<file path="config.mk">
export PLATFORM = sky130hd
export DESIGN_NAME = stx_top
export DESIGN_NICKNAME = d
export VERILOG_FILES = /design/src/design/stx_pkg.sv /design/src/design/stx_top.sv
export SDC_FILE = /design/constraint.sdc
export NUM_CORES = 1
export LEC_CHECK = 0
export ABC_AREA = 0
export BUFFER_PORTS_ARGS = -buffer_cell sky130_fd_sc_hd__buf_4
export CAP_MARGIN = 30
export CORE_UTILIZATION = 50
export CTS_BUF_LIST = sky130_fd_sc_hd__clkbuf_8
export CTS_CLUSTER_DIAMETER = 80
export DETAILED_ROUTE_END_ITERATION = 6
export PLACE_DENSITY = 0.69
export SLEW_MARGIN = 0
export SYNTH_ARGS = -nofsm -noshare
export SYNTH_HDL_FRONTEND = slang
export SYNTH_SLANG_ARGS = --single-unit
</file>
<file path="constraint.sdc">
create_clock -name i_clk -period 3.6 [get_ports i_clk]
set_input_delay 0.18 -clock i_clk [delete_from_list [all_inputs] [get_ports i_clk]]
set_output_delay 0.18 -clock i_clk [all_outputs]
set_load 0.01 [all_outputs]
</file>
<file path="src/design/stx_pkg.sv">
// stx_pkg: constants for the serial transmit framing and sample-rate generator block
// assumes a 32-bit AXI4-Lite register bus and one 20 MHz core clock
package stx_pkg;
   // register byte addresses
   localparam logic [3:0]  STX_TX_CTRL_OFS   = 4'h0;
   localparam logic [3:0]  STX_SRG_CFG_OFS   = 4'h4;
   localparam logic [3:0]  STX_TX_HOLD_OFS   = 4'h8;
   localparam logic [3:0]  STX_STATUS_OFS    = 4'hC;
   // tx control fields
   localparam int          STX_FRLEN_LSB     = 8;
   localparam int          STX_WDLEN_LSB     = 5;
   localparam int          STX_REV_BIT       = 4;
   localparam logic [31:0] STX_TX_CTRL_MASK  = 32'h00007FF0;
   localparam logic [31:0] STX_TX_CTRL_RST   = 32'h00000000;
   // sample-rate generator fields
   localparam int          STX_RESYNC_BIT    = 31;
   localparam int          STX_POL_BIT       = 30;
   localparam int          STX_CLKSEL_BIT    = 29;
   localparam int          STX_TX_FRAME_SYNC_SOURCE_BIT      = 28;
   localparam int          STX_FRAME_PERIOD_LSB      = 16;
   localparam int          STX_FRAME_PULSE_WIDTH_LSB      = 8;
   localparam logic [31:0] STX_SRG_RST       = 32'h20000001;
   // word length codes
   localparam logic [2:0]  STX_WL_8          = 3'h0;
   localparam logic [2:0]  STX_WL_12         = 3'h1;
   localparam logic [2:0]  STX_WL_16         = 3'h2;
   localparam logic [2:0]  STX_WL_20         = 3'h3;
   localparam logic [2:0]  STX_WL_24         = 3'h4;
   localparam logic [2:0]  STX_WL_32         = 3'h5;
   // axi responses
   localparam logic [1:0]  STX_RESP_OKAY     = 2'h0;
   localparam logic [1:0]  STX_RESP_SLVERR   = 2'h2;
endpackage

</file>
<file path="src/design/stx_top.sv">
// stx_top: serial transmit framing, shifter and sample-rate generator with AXI4-Lite regs
// assumes all pins synchronous to i_clk; external serial device samples o_tx_data on strobe
//
// The placing of the registers and the AXI4-Lite register port are this design's own decisions.
`timescale 1ns/1ns
module stx_top
   import stx_pkg::*;
(
   input  wire logic        i_clk,              // 20 MHz core clock
   input  wire logic        i_rst_n,            // async reset, active low
   input  wire logic        i_s_axi_awvalid,    // write address valid
   output logic             o_s_axi_awready,    // write address ready
   input  wire logic [3:0]  i_s_axi_awaddr,     // write byte address
   input  wire logic        i_s_axi_wvalid,     // write data valid
   output logic             o_s_axi_wready,     // write data ready
   input  wire logic [31:0] i_s_axi_wdata,      // write data
   input  wire logic [3:0]  i_s_axi_wstrb,      // byte enables
   output logic             o_s_axi_bvalid,     // write response valid
   input  wire logic        i_s_axi_bready,     // write response ready
   output logic [1:0]       o_s_axi_bresp,      // write response
   input  wire logic        i_s_axi_arvalid,    // read address valid
   output logic             o_s_axi_arready,    // read address ready
   input  wire logic [3:0]  i_s_axi_araddr,     // read byte address
   output logic             o_s_axi_rvalid,     // read data valid
   input  wire logic        i_s_axi_rready,     // read data ready
   output logic [31:0]      o_s_axi_rdata,      // read data
   output logic [1:0]       o_s_axi_rresp,      // read response
   input  wire logic        i_external_source_clock, // external generator clock pin
   input  wire logic        i_rx_frame_sync,    // receive frame sync pin
   output logic             o_divided_bit_clock, // one-cycle strobe per divided period
   output logic             o_tx_frame_sync,    // transmit frame sync
   output logic             o_tx_data           // serial data out
);
   import stx_pkg::*;

   logic [31:0] tx_ctrl_reg, srg_cfg_reg, hold_reg;
   logic        hold_full_reg, busy_reg, fsg_reg, fsg_pend_reg;
   logic        aw_held_reg, w_held_reg, ext_d_reg, rxfs_d_reg;
   logic [3:0]  awaddr_reg;
   logic [31:0] wdata_reg;
   logic [3:0]  wstrb_reg;
   logic [7:0]  div_cnt_reg;
   logic [11:0] per_cnt_reg;
   logic [7:0]  wid_cnt_reg;
   logic [6:0]  word_idx_reg;
   logic [5:0]  bits_left_reg;
   logic [31:0] shift_reg;

   // bit-reverse helper for the lsb-first path
   function automatic logic [31:0] stx_rev(input logic [31:0] d);
      logic [31:0] r;
      r = '0;
      for (int k = 0; k < 32; k++)
         r[k] = d[31-k];
      return r;
   endfunction

   // field decode
   wire  [6:0] frame_len   = tx_ctrl_reg[STX_FRLEN_LSB +: 7];
   wire  [2:0] wl_code     = tx_ctrl_reg[STX_WDLEN_LSB +: 3];
   wire        rev_en      = tx_ctrl_reg[STX_REV_BIT];
   wire        resync_en   = srg_cfg_reg[STX_RESYNC_BIT];
   wire        ext_pol     = srg_cfg_reg[STX_POL_BIT];
   wire        clk_sel     = srg_cfg_reg[STX_CLKSEL_BIT];
   wire        tx_frame_sync_source        = srg_cfg_reg[STX_TX_FRAME_SYNC_SOURCE_BIT];
   wire [11:0] frame_period        = srg_cfg_reg[STX_FRAME_PERIOD_LSB +: 12];
   wire  [7:0] frame_pulse_width        = srg_cfg_reg[STX_FRAME_PULSE_WIDTH_LSB +: 8];
   wire  [7:0] divider     = srg_cfg_reg[7:0];

   // word length decode; reserved codes fall back to 8 bits
   logic [5:0] wlen_bits;
   always_comb
   begin
      case (wl_code)
         STX_WL_8:  wlen_bits = 6'h08;
         STX_WL_12: wlen_bits = 6'h0C;
         STX_WL_16: wlen_bits = 6'h10;
         STX_WL_20: wlen_bits = 6'h14;
         STX_WL_24: wlen_bits = 6'h18;
         STX_WL_32: wlen_bits = 6'h20;
         default:   wlen_bits = 6'h08;
      endcase
   end

   // generator input: pin edges compare the pin with its prior sample, so an edge is seen in the cycle it arrives
   wire ext_edge  = ext_pol ? (ext_d_reg & ~i_external_source_clock)
                            : (~ext_d_reg & i_external_source_clock);
   wire src_tick  = clk_sel ? 1'b1 : ext_edge;
   wire resync    = resync_en & ~clk_sel;
   wire rx_rise   = i_rx_frame_sync & ~rxfs_d_reg;
   wire divided_bit_clock_tick = src_tick & (div_cnt_reg == divider) & ~(resync & rx_rise);
   wire per_start = divided_bit_clock_tick & (per_cnt_reg == 12'h000) & ~resync;
   wire fsg_start = resync ? rx_rise : per_start;
   wire fr_ok     = ~tx_frame_sync_source | (word_idx_reg != 7'h00) | fsg_pend_reg;
   wire load      = divided_bit_clock_tick & hold_full_reg & ~busy_reg & fr_ok;
   wire [31:0] load_word = rev_en ? stx_rev(hold_reg)
                                  : (hold_reg << (6'h20 - wlen_bits));

   // sampled pin copies and clock divider
   always_ff @(posedge i_clk or negedge i_rst_n)
   begin
      if (!i_rst_n)
      begin
         ext_d_reg   <= 1'b0;
         rxfs_d_reg  <= 1'b0;
         div_cnt_reg <= 8'h00;
      end
      else
      begin
         ext_d_reg  <= i_external_source_clock;
         rxfs_d_reg <= i_rx_frame_sync;
         if (resync & rx_rise)
            div_cnt_reg <= 8'h00;
         else if (src_tick)
            div_cnt_reg <= (div_cnt_reg == divider) ? 8'h00 : div_cnt_reg + 8'h01;
      end
   end

   // frame period and pulse width; period stalls while resync owns the timing
   always_ff @(posedge i_clk or negedge i_rst_n)
   begin
      if (!i_rst_n)
      begin
         per_cnt_reg  <= 12'h000;
         wid_cnt_reg  <= 8'h00;
         fsg_reg      <= 1'b0;
         fsg_pend_reg <= 1'b0;
      end
      else
      begin
         if (resync & rx_rise)
            per_cnt_reg <= frame_period;
         else if (per_start)
            per_cnt_reg <= frame_period;
         else if (divided_bit_clock_tick & ~resync)
            per_cnt_reg <= per_cnt_reg - 12'h001;
         if (fsg_start)
         begin
            fsg_reg     <= 1'b1;
            wid_cnt_reg <= frame_pulse_width;
         end
         else if (divided_bit_clock_tick & fsg_reg)
         begin
            fsg_reg     <= (wid_cnt_reg != 8'h00);
            wid_cnt_reg <= wid_cnt_reg - 8'h01;
         end
         // a sync arriving with the load is kept, set wins
         fsg_pend_reg <= fsg_start | (fsg_pend_reg & ~load);
      end
   end

   // shifter and frame word counter
   always_ff @(posedge i_clk or negedge i_rst_n)
   begin
      if (!i_rst_n)
      begin
         shift_reg     <= 32'h00000000;
         bits_left_reg <= 6'h00;
         busy_reg      <= 1'b0;
         word_idx_reg  <= 7'h00;
      end
      else if (load)
      begin
         shift_reg     <= load_word;
         bits_left_reg <= wlen_bits;
         busy_reg      <= 1'b1;
         // >= so a frame length shortened mid-frame still wraps at once
         word_idx_reg  <= (word_idx_reg >= frame_len) ? 7'h00 : word_idx_reg + 7'h01;
      end
      else if (divided_bit_clock_tick & busy_reg)
      begin
         shift_reg     <= {shift_reg[30:0], 1'b0};
         bits_left_reg <= bits_left_reg - 6'h01;
         busy_reg      <= (bits_left_reg != 6'h01);
      end
   end

   // serial pin drivers, all registered
   always_ff @(posedge i_clk or negedge i_rst_n)
   begin
      if (!i_rst_n)
      begin
         o_tx_data           <= 1'b0;
         o_tx_frame_sync     <= 1'b0;
         o_divided_bit_clock <= 1'b0;
      end
      else
      begin
         o_divided_bit_clock <= divided_bit_clock_tick;
         if (divided_bit_clock_tick & busy_reg)
            o_tx_data <= shift_reg[31];
         o_tx_frame_sync <= tx_frame_sync_source ? fsg_reg : load;
      end
   end

   // write channel decode
   wire aw_take  = i_s_axi_awvalid & o_s_axi_awready;
   wire w_take   = i_s_axi_wvalid & o_s_axi_wready;
   wire wr_go    = aw_held_reg & w_held_reg & ~o_s_axi_bvalid;
   wire [31:0] wmask = {{8{wstrb_reg[3]}}, {8{wstrb_reg[2]}},
                        {8{wstrb_reg[1]}}, {8{wstrb_reg[0]}}};
   wire wr_ctl   = wr_go & (awaddr_reg == STX_TX_CTRL_OFS);
   wire wr_srg   = wr_go & (awaddr_reg == STX_SRG_CFG_OFS);
   wire wr_hold  = wr_go & (awaddr_reg == STX_TX_HOLD_OFS);
   wire wr_ok    = wr_ctl | wr_srg | wr_hold | (awaddr_reg == STX_STATUS_OFS);

   // write path; a holding write while full is dropped so unsent data survives
   always_ff @(posedge i_clk or negedge i_rst_n)
   begin
      if (!i_rst_n)
      begin
         aw_held_reg     <= 1'b0;
         w_held_reg      <= 1'b0;
         awaddr_reg      <= 4'h0;
         wdata_reg       <= 32'h00000000;
         wstrb_reg       <= 4'h0;
         o_s_axi_bvalid  <= 1'b0;
         o_s_axi_bresp   <= STX_RESP_OKAY;
         tx_ctrl_reg     <= STX_TX_CTRL_RST;
         srg_cfg_reg     <= STX_SRG_RST;
         hold_reg        <= 32'h00000000;
         hold_full_reg   <= 1'b0;
      end
      else
      begin
         if (aw_take)
         begin
            aw_held_reg <= 1'b1;
            awaddr_reg  <= {i_s_axi_awaddr[3:2], 2'b00};
         end
         if (w_take)
         begin
            w_held_reg <= 1'b1;
            wdata_reg  <= i_s_axi_wdata;
            wstrb_reg  <= i_s_axi_wstrb;
         end
         if (wr_go)
         begin
            aw_held_reg    <= 1'b0;
            w_held_reg     <= 1'b0;
            o_s_axi_bvalid <= 1'b1;
            o_s_axi_bresp  <= wr_ok ? STX_RESP_OKAY : STX_RESP_SLVERR;
         end
         else if (i_s_axi_bready)
            o_s_axi_bvalid <= 1'b0;
         if (wr_ctl)
            tx_ctrl_reg <= ((tx_ctrl_reg & ~wmask) | (wdata_reg & wmask))
                           & STX_TX_CTRL_MASK;
         if (wr_srg)
            srg_cfg_reg <= (srg_cfg_reg & ~wmask) | (wdata_reg & wmask);
         if (wr_hold & ~hold_full_reg)
            hold_reg <= (hold_reg & ~wmask) | (wdata_reg & wmask);
         hold_full_reg <= (wr_hold & ~hold_full_reg) | (hold_full_reg & ~load);
      end
   end

   always_comb o_s_axi_awready = ~aw_held_reg;
   always_comb o_s_axi_wready  = ~w_held_reg;

   // read path
   wire [3:0]  raddr = {i_s_axi_araddr[3:2], 2'b00};
   wire [31:0] status = {16'h0000, frame_len == 7'h00, word_idx_reg,
                         6'h00, busy_reg, ~hold_full_reg};
   wire        rd_ok = (raddr != STX_TX_HOLD_OFS);
   wire [31:0] rd_mux = (raddr == STX_TX_CTRL_OFS) ? tx_ctrl_reg :
                        (raddr == STX_SRG_CFG_OFS) ? srg_cfg_reg :
                        (raddr == STX_STATUS_OFS)  ? status : 32'h00000000;

   always_ff @(posedge i_clk or negedge i_rst_n)
   begin
      if (!i_rst_n)
      begin
         o_s_axi_rvalid <= 1'b0;
         o_s_axi_rdata  <= 32'h00000000;
         o_s_axi_rresp  <= STX_RESP_OKAY;
      end
      else if (i_s_axi_arvalid & o_s_axi_arready)
      begin
         o_s_axi_rvalid <= 1'b1;
         o_s_axi_rdata  <= rd_mux;
         o_s_axi_rresp  <= rd_ok ? STX_RESP_OKAY : STX_RESP_SLVERR;
      end
      else if (i_s_axi_rready)
         o_s_axi_rvalid <= 1'b0;
   end

   always_comb o_s_axi_arready = ~o_s_axi_rvalid;
endmodule

</file>
==> results.md, run 1 <==
- The count of cells resized by post-cts repair is 0.
- The critical path's most frequent cell is sky130_fd_sc_hd__ha_1.
- Hold repair after CTS inserted 46 buffers.
- The run finished with clean final reports.
- The area growth from synthesis to layout is 19.6%.
- The global router's overall resource usage is 0.262.
- The total congestion overflow is 0.
- The clock skew after layout is 0.0281 ns.
- The count of input and output buffers is 90.
- Clock tree synthesis inserted a total of 41 buffers.
- Routed signal wires occupy layers up through met4.
- In the final routing, the length of wire on met1 measures 13300 microns.
- The setup path with the least slack is of type flip-flop to flip-flop.
- The initial antenna violation count is 0.
- The number of antenna repair diodes is 0.
- The mean routed wirelength per cell is 20.3 microns.
- The number of design-rule violations left by the first detailed-router iteration is 550.
- The cell area power density is 876 nW/um^2.
- Timing analysis after detailed placement gives a worst setup slack of 0.668 ns.
- The data required time at the worst endpoint is 4.05 ns.
- The final standard cell area without fillers is 13900 sq um.
- A synthesized cell averages 11.3 sq um.
- The final-layout setup total negative slack is 0 ns.
- Among all cell types in the netlist, the one instantiated most often is sky130_fd_sc_hd__dfrtp_1.
- The number of cells after detailed placement is 1366.
- After detailed routing, the met3 layer carries 1600 microns of wire.
- The final period utilization is 0.822.
- The final number of hold-violating endpoints was 0.
- In this run the core area contains 55 standard-cell rows.
- The transition time of the tightest slew-check pin is 0.968 ns.
- The predominant post-synthesis flop cell is sky130_fd_sc_hd__dfrtp_1.
- In this run the most critical hold path is launched from i_s_axi_araddr[3].
- The largest net degree at the start of global routing is 98.
- The hold-critical path depth is 3.
- The pre-antenna-repair detailed-routing pass consisted of 5 iterations.
- The number of synthesized flops with an enable pin is 0.
- The maximum level of the CTS H-tree is 2.
- The worst hold path belongs to the class input port to flip-flop.
- The largest individual stage delay along the critical path comes from the cell sky130_fd_sc_hd__a21boi_2.
- The placed instance area is 12600 sq um.
- The number of clock sinks is 233.
- The initial utilization of the core area, before any placement, comes to 0.511.
- The terminating pin of the worst hold path is o_s_axi_rresp[1]$_DFFE_PN0P_.
- In the post-route analysis, the smallest setup slack over all paths is 0.640 ns.
- The final critical delay including setup and external delays is 2.96 ns.
- The HPWL after detailed placement is 20800 microns.
- For this run, the post-layout net count is 1241.
- Ranked by total cell area, the synthesized netlist is headed by sky130_fd_sc_hd__dfrtp_1, sky130_fd_sc_hd__mux2_2, sky130_fd_sc_hd__nand2_1, sky130_fd_sc_hd__mux2i_1, sky130_fd_sc_hd__o21ai_0.
- The number of standard cells in the layout, taps in and fillers out is 1485.
- The register area share after synthesis is 0.502.
- After detailed routing, the met2 layer carries 14600 microns of wire.
- On the worst path, the slowest cell contributes a delay of 0.49 ns.
- The number of cells on the worst reg-to-reg path is 9.
- The clock passes through at most 3 buffers.
- The region available for standard cell placement spans 22700 sq um.
- The number of slew-limit violations in the final report is 0.
- The number of global-route vias before repair is 8902.
- In this run the worst path has a maximum fanout of 8.
- The utilization of the core after routing is 0.612.
- The filler cell count is 1855.
- During synthesis, Yosys emitted a total of 0 warnings.
- The later pin in the worst-skew pair is clocked with a latency of 0.55 ns.
- The cell type contributing the most total cell area after synthesis is sky130_fd_sc_hd__dfrtp_1.
- Setup violations remaining at the end of the flow were counted as 0.
- During I/O placement, the number of pins put on the boundary was 97.
- The count of max-cap constraint violations is 0.
- The number of distinct standard cells referenced by the synthesized netlist is 73.
- IR analysis of the VDD net gives a maximum drop of 591 uV.
- After clock tree synthesis, the clock-pin slew on the worst setup and hold paths is 0.06 ns.
- Summing every instance area after synthesis gives 11600 sq um.
- The total die area is 23800 sq um.
- The setup slack of the worst register-to-register path is 0.64 ns.
- The count of state elements after synthesis is 233.
- The analysis attributes to cell leakage a power of 6.25 nW.
- TritonCTS built the clock tree.
- The worst slack on hold paths is 0.0183 ns.
- Counting instances in the post-synthesis netlist gives the leading cell types as sky130_fd_sc_hd__dfrtp_1, sky130_fd_sc_hd__mux2_2, sky130_fd_sc_hd__nand2_1, sky130_fd_sc_hd__o21ai_0, sky130_fd_sc_hd__nor2_1.
- The share of the synthesized area in the top cell type is 0.498.
- The global-route wire length before repair is 48600 microns.
- The critical path goes through inv_1 > ha_1 > nor2_1 > ha_1 > or2_2 > o211ai_2 > a21boi_2 > a221oi_1 > o21ai_0.
- In the final layout, the share of cells above drive strength 1 is 0.280.
- The number of design rule violations left after detail routing is 0.
- Timing would allow up to 338 MHz.
- Setup repair after global routing left no endpoint under its margin.
- In the routed layout, each cell is associated on average with a via count of 5.91.
- The number of setup buffers added after CTS is 0.
- From left edge to right edge, the die measures 154 microns.
- For this run, asynchronously set or reset flops after synthesis account for 1.00.
- The total via count after detailed routing is 8771.
- The overall power consumption is 12.2 mW.
- The cell sitting at the root of the clock tree is a sky130_fd_sc_hd__clkbuf_8.
- The worst setup path is launched from a flip-flop.
- The post-synthesis cell count is 1024.
- The remaining antenna violation count after routing is 0.
- STA classifies the critical path endpoint as a flip-flop.
- The endpoint of the lowest-slack register-to-register path is shift_reg[30]$_DFFE_PN0P_.
- The routability-driven placement congestion ratio is 0.876.
- The worst slew margin relative to its limit is 0.352.
- The total wire length after detailed routing is 30100 microns.
- The arrival time at the worst endpoint is 3.41 ns.
- The die height is 154 microns.
worst max-delay path by stage:
| stage | from | slack, ns | depth (start not counted) | endpoint |
|---|---|---|---|---|
| 6_report | flip-flop | 0.64 | 9 | shift_reg[30]$_DFFE_PN0P_ |
| 4_1_cts | flip-flop | 0.67 | 10 | shift_reg[30]$_DFFE_PN0P_ |
| 2_1_floorplan | flip-flop | 0.41 | 12 | shift_reg[29]$_DFFE_PN0P_ |
| 3_3_place_gp | flip-flop | 0.74 | 9 | shift_reg[30]$_DFFE_PN0P_ |
| 3_5_place_dp | flip-flop | 0.67 | 10 | shift_reg[27]$_DFFE_PN0P_ |
| 5_1_grt | flip-flop | 0.41 | 9 | shift_reg[27]$_DFFE_PN0P_ |
power by group:
group / internal (mW) / switching (mW) / leakage [nW] / total, mW
combinational: 2.32 / 2.50 / 2.83 / 4.82
sequential: 3.69 / 1.22 / 2.94 / 4.91
clock: 1.35 / 1.09 / 0.479 / 2.44
cells by family (layout without fill, tap and decap cells):
logic type / count (synthesis) / in the layout / share of synthesized area
AO/OA/AOI/OAI: 245 / 245 / 0.152
XOR/XNOR: 29 / 29 / 0.0219
adder cells (fa/ha/maj): 18 / 18 / 0.0194
buffers and inverters: 85 / 260 / 0.0340
flip-flops: 233 / 233 / 0.502
multiplexers: 160 / 160 / 0.161
other: 1 / 2 / 0.000323
AND/OR/NAND/NOR: 253 / 253 / 0.110
layer usage:
metal / vias to the layer above / track usage
met5: - / 0
li1: 4067 / -
met1: 4397 / 0.350
met3: 46 / 0.0431
met2: 261 / 0.439
met4: 0 / 0.0797
critical path: cells and delay by family (launching register included):
kind            cells  cell delay [ns]
fa+ha+maj           2             0.73
simple gates        2             0.47
flops               1             0.35
compound gates      4             1.26
buf+inv             1             0.06
layout make-up:
class                   instances  area [sq um]  area share
clock buffers                  51           702      0.0505
repair buffers                163          1370      0.0987
clock inverters                22           134     0.00964
multi-input cells             707          5410       0.389
flip-flops and latches        233          5830       0.420
well taps                     285           357      0.0257
inverters                      24          90.1     0.00648
layout by cell type (no fill, tap or decap), types with 21 or more instances in the layout:
cell type and instances:
sky130_fd_sc_hd__dfrtp_1 231, sky130_fd_sc_hd__mux2_2 122, sky130_fd_sc_hd__buf_4 114, sky130_fd_sc_hd__nand2_1 97, sky130_fd_sc_hd__clkbuf_8 51, sky130_fd_sc_hd__o21ai_0 47
sky130_fd_sc_hd__dlygate4sd3_1 46, sky130_fd_sc_hd__nor2_1 37, sky130_fd_sc_hd__inv_1 35, sky130_fd_sc_hd__a21oi_1 35, sky130_fd_sc_hd__mux2i_1 29, sky130_fd_sc_hd__a22o_1 22
sky130_fd_sc_hd__a22oi_1 21
Note: power is estimated with default switching activity, not from simulation.
==> run 2: changes to the inputs <==
--- a/config.mk
+++ b/config.mk
@@ -5,14 +5,14 @@
 export SDC_FILE = /design/constraint.sdc
 export NUM_CORES = 1
 export LEC_CHECK = 0
-export ABC_AREA = 0
+export ABC_AREA = 1
 export BUFFER_PORTS_ARGS = -buffer_cell sky130_fd_sc_hd__buf_4
 export CAP_MARGIN = 30
 export CORE_UTILIZATION = 50
 export CTS_BUF_LIST = sky130_fd_sc_hd__clkbuf_8
 export CTS_CLUSTER_DIAMETER = 80
 export DETAILED_ROUTE_END_ITERATION = 6
-export PLACE_DENSITY = 0.69
+export PLACE_DENSITY = 0.68
 export SLEW_MARGIN = 0
 export SYNTH_ARGS = -nofsm -noshare
 export SYNTH_HDL_FRONTEND = slang
==> constraint.sdc (replaced) <==
create_clock -name i_clk -period 2.84 [get_ports i_clk]
set_input_delay 0.142 -clock i_clk [delete_from_list [all_inputs] [get_ports i_clk]]
set_output_delay 0.142 -clock i_clk [all_outputs]
set_load 0.01 [all_outputs]
==> run 2 against run 1 <==
Effect of this change:
- register-to-register slack worse by 0.37 ns
- wire length up 12%
- clock power up 34%
- die area up 6.4%
- global-route usage up 1.1 points
- clock-buffer cell count down 1
- largest power group is now combinational logic
==> results.md, run 2 <==
- The clock buffer count from CTS is 41.
- The final critical delay including setup and external delays is 2.57 ns.
- In this run the post-CTS setup repair buffer count came out at 0.
- In this run the remaining antenna-violating nets after routing total 0.
- In this run, the number of DRC markers left after iteration 0 of detailed routing was 976.
- The largest buffer count on any clock path is 3.
- The leakage dissipation is 7.64 nW.
- The number of placed I/O pins is 97.
- The number of gates resized after CTS was 0.
- The HPWL after detailed placement is 23600 microns.
- Entering global routing, the biggest net connects 76 pins.
- The largest fanout on the critical path is 11.
- The mux contribution to synthesized area is 0.00455.
- After global routing, the most crowded layer is met2.
- The total congestion overflow is 0.
- Summed over all failing endpoints, the final setup total negative slack is 0 ns.
- The routed layout has 11100 vias.
- The first detailed-routing pass ran for 6 iterations.
- The fraction of the mapped netlist area in compound gates came to 0.0976.
- The final number of hold-violating endpoints is 0.
- The number of slew-limit violations in the final report is 0.
- The setup slack of the worst register-to-register path is 0.27 ns.
- The worst vdd rail ir drop is 661 uV.
- The nature of the critical path endpoint is a flip-flop.
- The count of max-cap constraint violations is 0.
- By area the synthesized netlist is led by sky130_fd_sc_hd__dfrtp_1, sky130_fd_sc_hd__nand2_1, sky130_fd_sc_hd__nand3_1, sky130_fd_sc_hd__inv_1, sky130_fd_sc_hd__o21ai_0.
- The area growth from synthesis to layout is 18.5%.
- The count of input and output buffers is 90.
- The mapped netlist covers 12400 sq um.
- The utilization of the core after routing is 0.603.
- The total wire length after detailed routing is 33800 microns.
- The run finished with clean final reports.
- In the final layout, the multi-input gates occupy 5390 sq um.
- The worst setup path category is flip-flop to flip-flop.
- The clock tree from TritonCTS is done.
- The H-tree was split into 2 levels.
- The final period utilization is 0.905.
- The number of clock sinks is 233.
- The mean routed wirelength per cell is 15.9 microns.
- The first global-routing pass estimated 55500 microns of wire.
- In the final layout, flip-flops and latches occupy 5830 sq um.
- In the post-synthesis netlist, the cell with the most instances is sky130_fd_sc_hd__nand2_1.
- The chip width is 159 microns.
- The initial core utilization is 0.509.
- The number of global-route vias before repair is 10600.
- The cell type contributing the most total cell area after synthesis is sky130_fd_sc_hd__dfrtp_1.
- Of the total synthesized cell area, the portion taken by AND, OR, NAND and NOR gates is 0.299.
- The share of total power dissipated in the clock network is 0.202.
- The number of distinct standard cells referenced by the synthesized netlist is 54.
- In the layout the commonest cells are sky130_fd_sc_hd__nand2_1, sky130_fd_sc_hd__dfrtp_1, sky130_fd_sc_hd__inv_1, sky130_fd_sc_hd__nand3_1, sky130_fd_sc_hd__o21ai_0.
- The number of hold buffers added after CTS was 49.
- The number of warning messages in the yosys log is 0.
- The library cell used most frequently in the layout, excluding fill and tap cells, is sky130_fd_sc_hd__nand2_1.
- The sequential cell fraction of total power is 0.354.
- The tightest min-delay check is of the input port to async pin type.
- The global router's overall resource usage is 0.273.
- The number of standard-cell rows in the floorplan is 57.
- At the end of the flow, the number of nets in the layout was 1846.
- After clock tree synthesis, the clock-pin slew on the worst setup and hold paths is 0.07 ns.
- In the global route stage, met3 resource usage came out at 0.0414.
- The net load switching power is 7.19 mW.
- The count of state elements after synthesis is 233.
- Setup repair after global routing left no endpoint under its margin.
- For this run, global-route usage on met2 was measured as 0.432.
- The floorplan step defined a core boundary enclosing 24300 sq um.
- Power spread over the standard cell area amounts to 1110 nW/um^2.
- The fraction of synthesized cell area in xor and xnor cells is 0.0156.
- The dominant combinational cell family by area after synthesis is simple AND/OR/NAND/NOR gates.
- The adder-cell area share of the yosys netlist is 0.0182.
- At the end of routability-driven placement, the weighted congestion stood at 0.893.
- At the pin with the least slew margin, the transition time is 0.754 ns.
- The post-synthesis cell count is 1638.
- The fraction of registers with async set/reset is 1.00.
- The predominant post-synthesis flop cell is sky130_fd_sc_hd__dfrtp_1.
- The die height is 159 microns.
- The later pin in the worst-skew pair is clocked with a latency of 0.54 ns.
- For the worst setup path, the data required time is 3.29 ns.
- The worst setup path is launched from a flip-flop.
- The share of total power dissipated in combinational logic is 0.444.
- The worst pin sits at a relative slew slack of 0.497.
- Counting instances in the post-synthesis netlist gives the leading cell types as sky130_fd_sc_hd__nand2_1, sky130_fd_sc_hd__dfrtp_1, sky130_fd_sc_hd__inv_1, sky130_fd_sc_hd__nand3_1, sky130_fd_sc_hd__o21ai_0.
- A synthesized cell averages 7.55 sq um.
- Dividing the detail-routed via count by the number of cells gives 5.21.
- The number of cells on the worst reg-to-reg path is 12.
- The filler cell count is 2276.
- Timing would allow up to 389 MHz.
- The initial antenna violation count is 0.
- The cell sitting at the root of the clock tree is a sky130_fd_sc_hd__clkbuf_8.
- The met1 demand-to-capacity share in global routing is 0.385.
- The die covers 25400 sq um.
- The repair_antennas step left the layout with diodes totalling 0.
- The clock skew after layout is 0.0233 ns.
- Cell internal power was estimated by the tool at 9.01 mW.
- The register area share after synthesis is 0.472.
- The arrival time at the worst endpoint is 3.02 ns.
- Setup violations remaining at the end of the flow were counted as 0.
- The synthesized design contains 0 enable-type register cells.
- The number of design rule violations left after detail routing is 0.
- Of the post-synthesis cell area, the dominant cell type holds 0.467.
- The net switching share of the total power is 0.444.
- Of the cells placed in the final design, the portion with a size suffix greater than 1 is 0.129.
-- run 2: cell count changes after synthesis, sizes merged, moves of 14 or more --
| cell | before | now |
|---|---|---|
| a22oi | 21 | 1 |
| inv | 24 | 208 |
| nand3 | 18 | 183 |
| a211oi | 17 | 1 |
| o21ai | 51 | 147 |
| nand2 | 97 | 520 |
| a21oi | 38 | 56 |
| nor2 | 37 | 121 |
| a22o | 22 | 0 |
| mux2 | 122 | 5 |
| and2 | 14 | 0 |
| mux2i | 29 | 0 |
-- run 2: cell families (layout without fill, tap and decap cells) --
logic type | Yosys count | in the layout
simple gates | 859 | 859
buf+inv | 277 | 442
flops | 233 | 233
compound gates | 226 | 226
xor+xnor | 19 | 19
fa+ha+maj | 18 | 18
mux | 5 | 5
other cells | 1 | 2
-- run 2: metrics by stage --
step	total power [mW]	area (sq um)	hold WS, ns	std cells	worst slack, ns
floorplan	10.6	12400	-0.154	1639	0.145
detailed placement	12.8	13300	0.165	2007	0.325
global route	17.5	14700	0.213	2128	0.0367
finish	16.2	14700	0.172	2128	0.270
global placement	12.6	13300	0.166	2007	0.378
CTS	16.2	14700	0.175	2128	0.278
-- run 2: area by class of cell --
type	instances	share of cell area
multi-input cells	1129	0.368
inverters	209	0.0537
well taps	324	0.0277
flip-flops and latches	233	0.398
clock buffers	50	0.0470
repair buffers	161	0.0939
clock inverters	22	0.0121
-- run 2: power by group through the flow --
stage	Combinational, mW	Clock (mW)	Sequential [mW]
floorplan	5.17	0	5.41
global placement	6.91	0	5.72
detailed placement	7.01	0	5.76
CTS	7.13	3.34	5.72
global route	8.11	3.48	5.89
finish	7.19	3.27	5.74
-- run 2: layer usage --
layer / vias to the layer above / part of all wire
met2: 333 / 0.46
met3: 59 / 0.057
met5: - / 0
li1: 5480 / -
met4: 0 / 0.026
met1: 5216 / 0.46
-- run 2: final timing paths --
path                                       startpoint                       endpoint
max in group asynchronous                     i_rst_n                      async pin
min in group i_clk                    i_s_axi_arvalid     o_s_axi_rvalid$_DFFE_PN0P_
worst min register to register  o_tx_data$_DFFE_PN0P_          o_tx_data$_DFFE_PN0P_
worst min-delay path                          i_rst_n  o_s_axi_rdata[11]$_DFFE_PN0P_
worst max-delay path                        flip-flop       shift_reg[0]$_DFFE_PN0P_
worst max register to register              flip-flop       shift_reg[0]$_DFFE_PN0P_
-- run 2: worst max-delay path, stage by stage (launching register included) --
cell and delay (ns):
sky130_fd_sc_hd__dfrtp_1 0.43, sky130_fd_sc_hd__inv_2 0.08, sky130_fd_sc_hd__ha_1 0.31, sky130_fd_sc_hd__inv_1 0.13, sky130_fd_sc_hd__nand3_1 0.13, sky130_fd_sc_hd__inv_1 0.08
sky130_fd_sc_hd__ha_1 0.31, sky130_fd_sc_hd__xor2_4 0.31, sky130_fd_sc_hd__buf_4 0.23, sky130_fd_sc_hd__nand2_1 0.05, sky130_fd_sc_hd__o21ai_0 0.17, sky130_fd_sc_hd__nand3_1 0.11
sky130_fd_sc_hd__o21ai_0 0.11
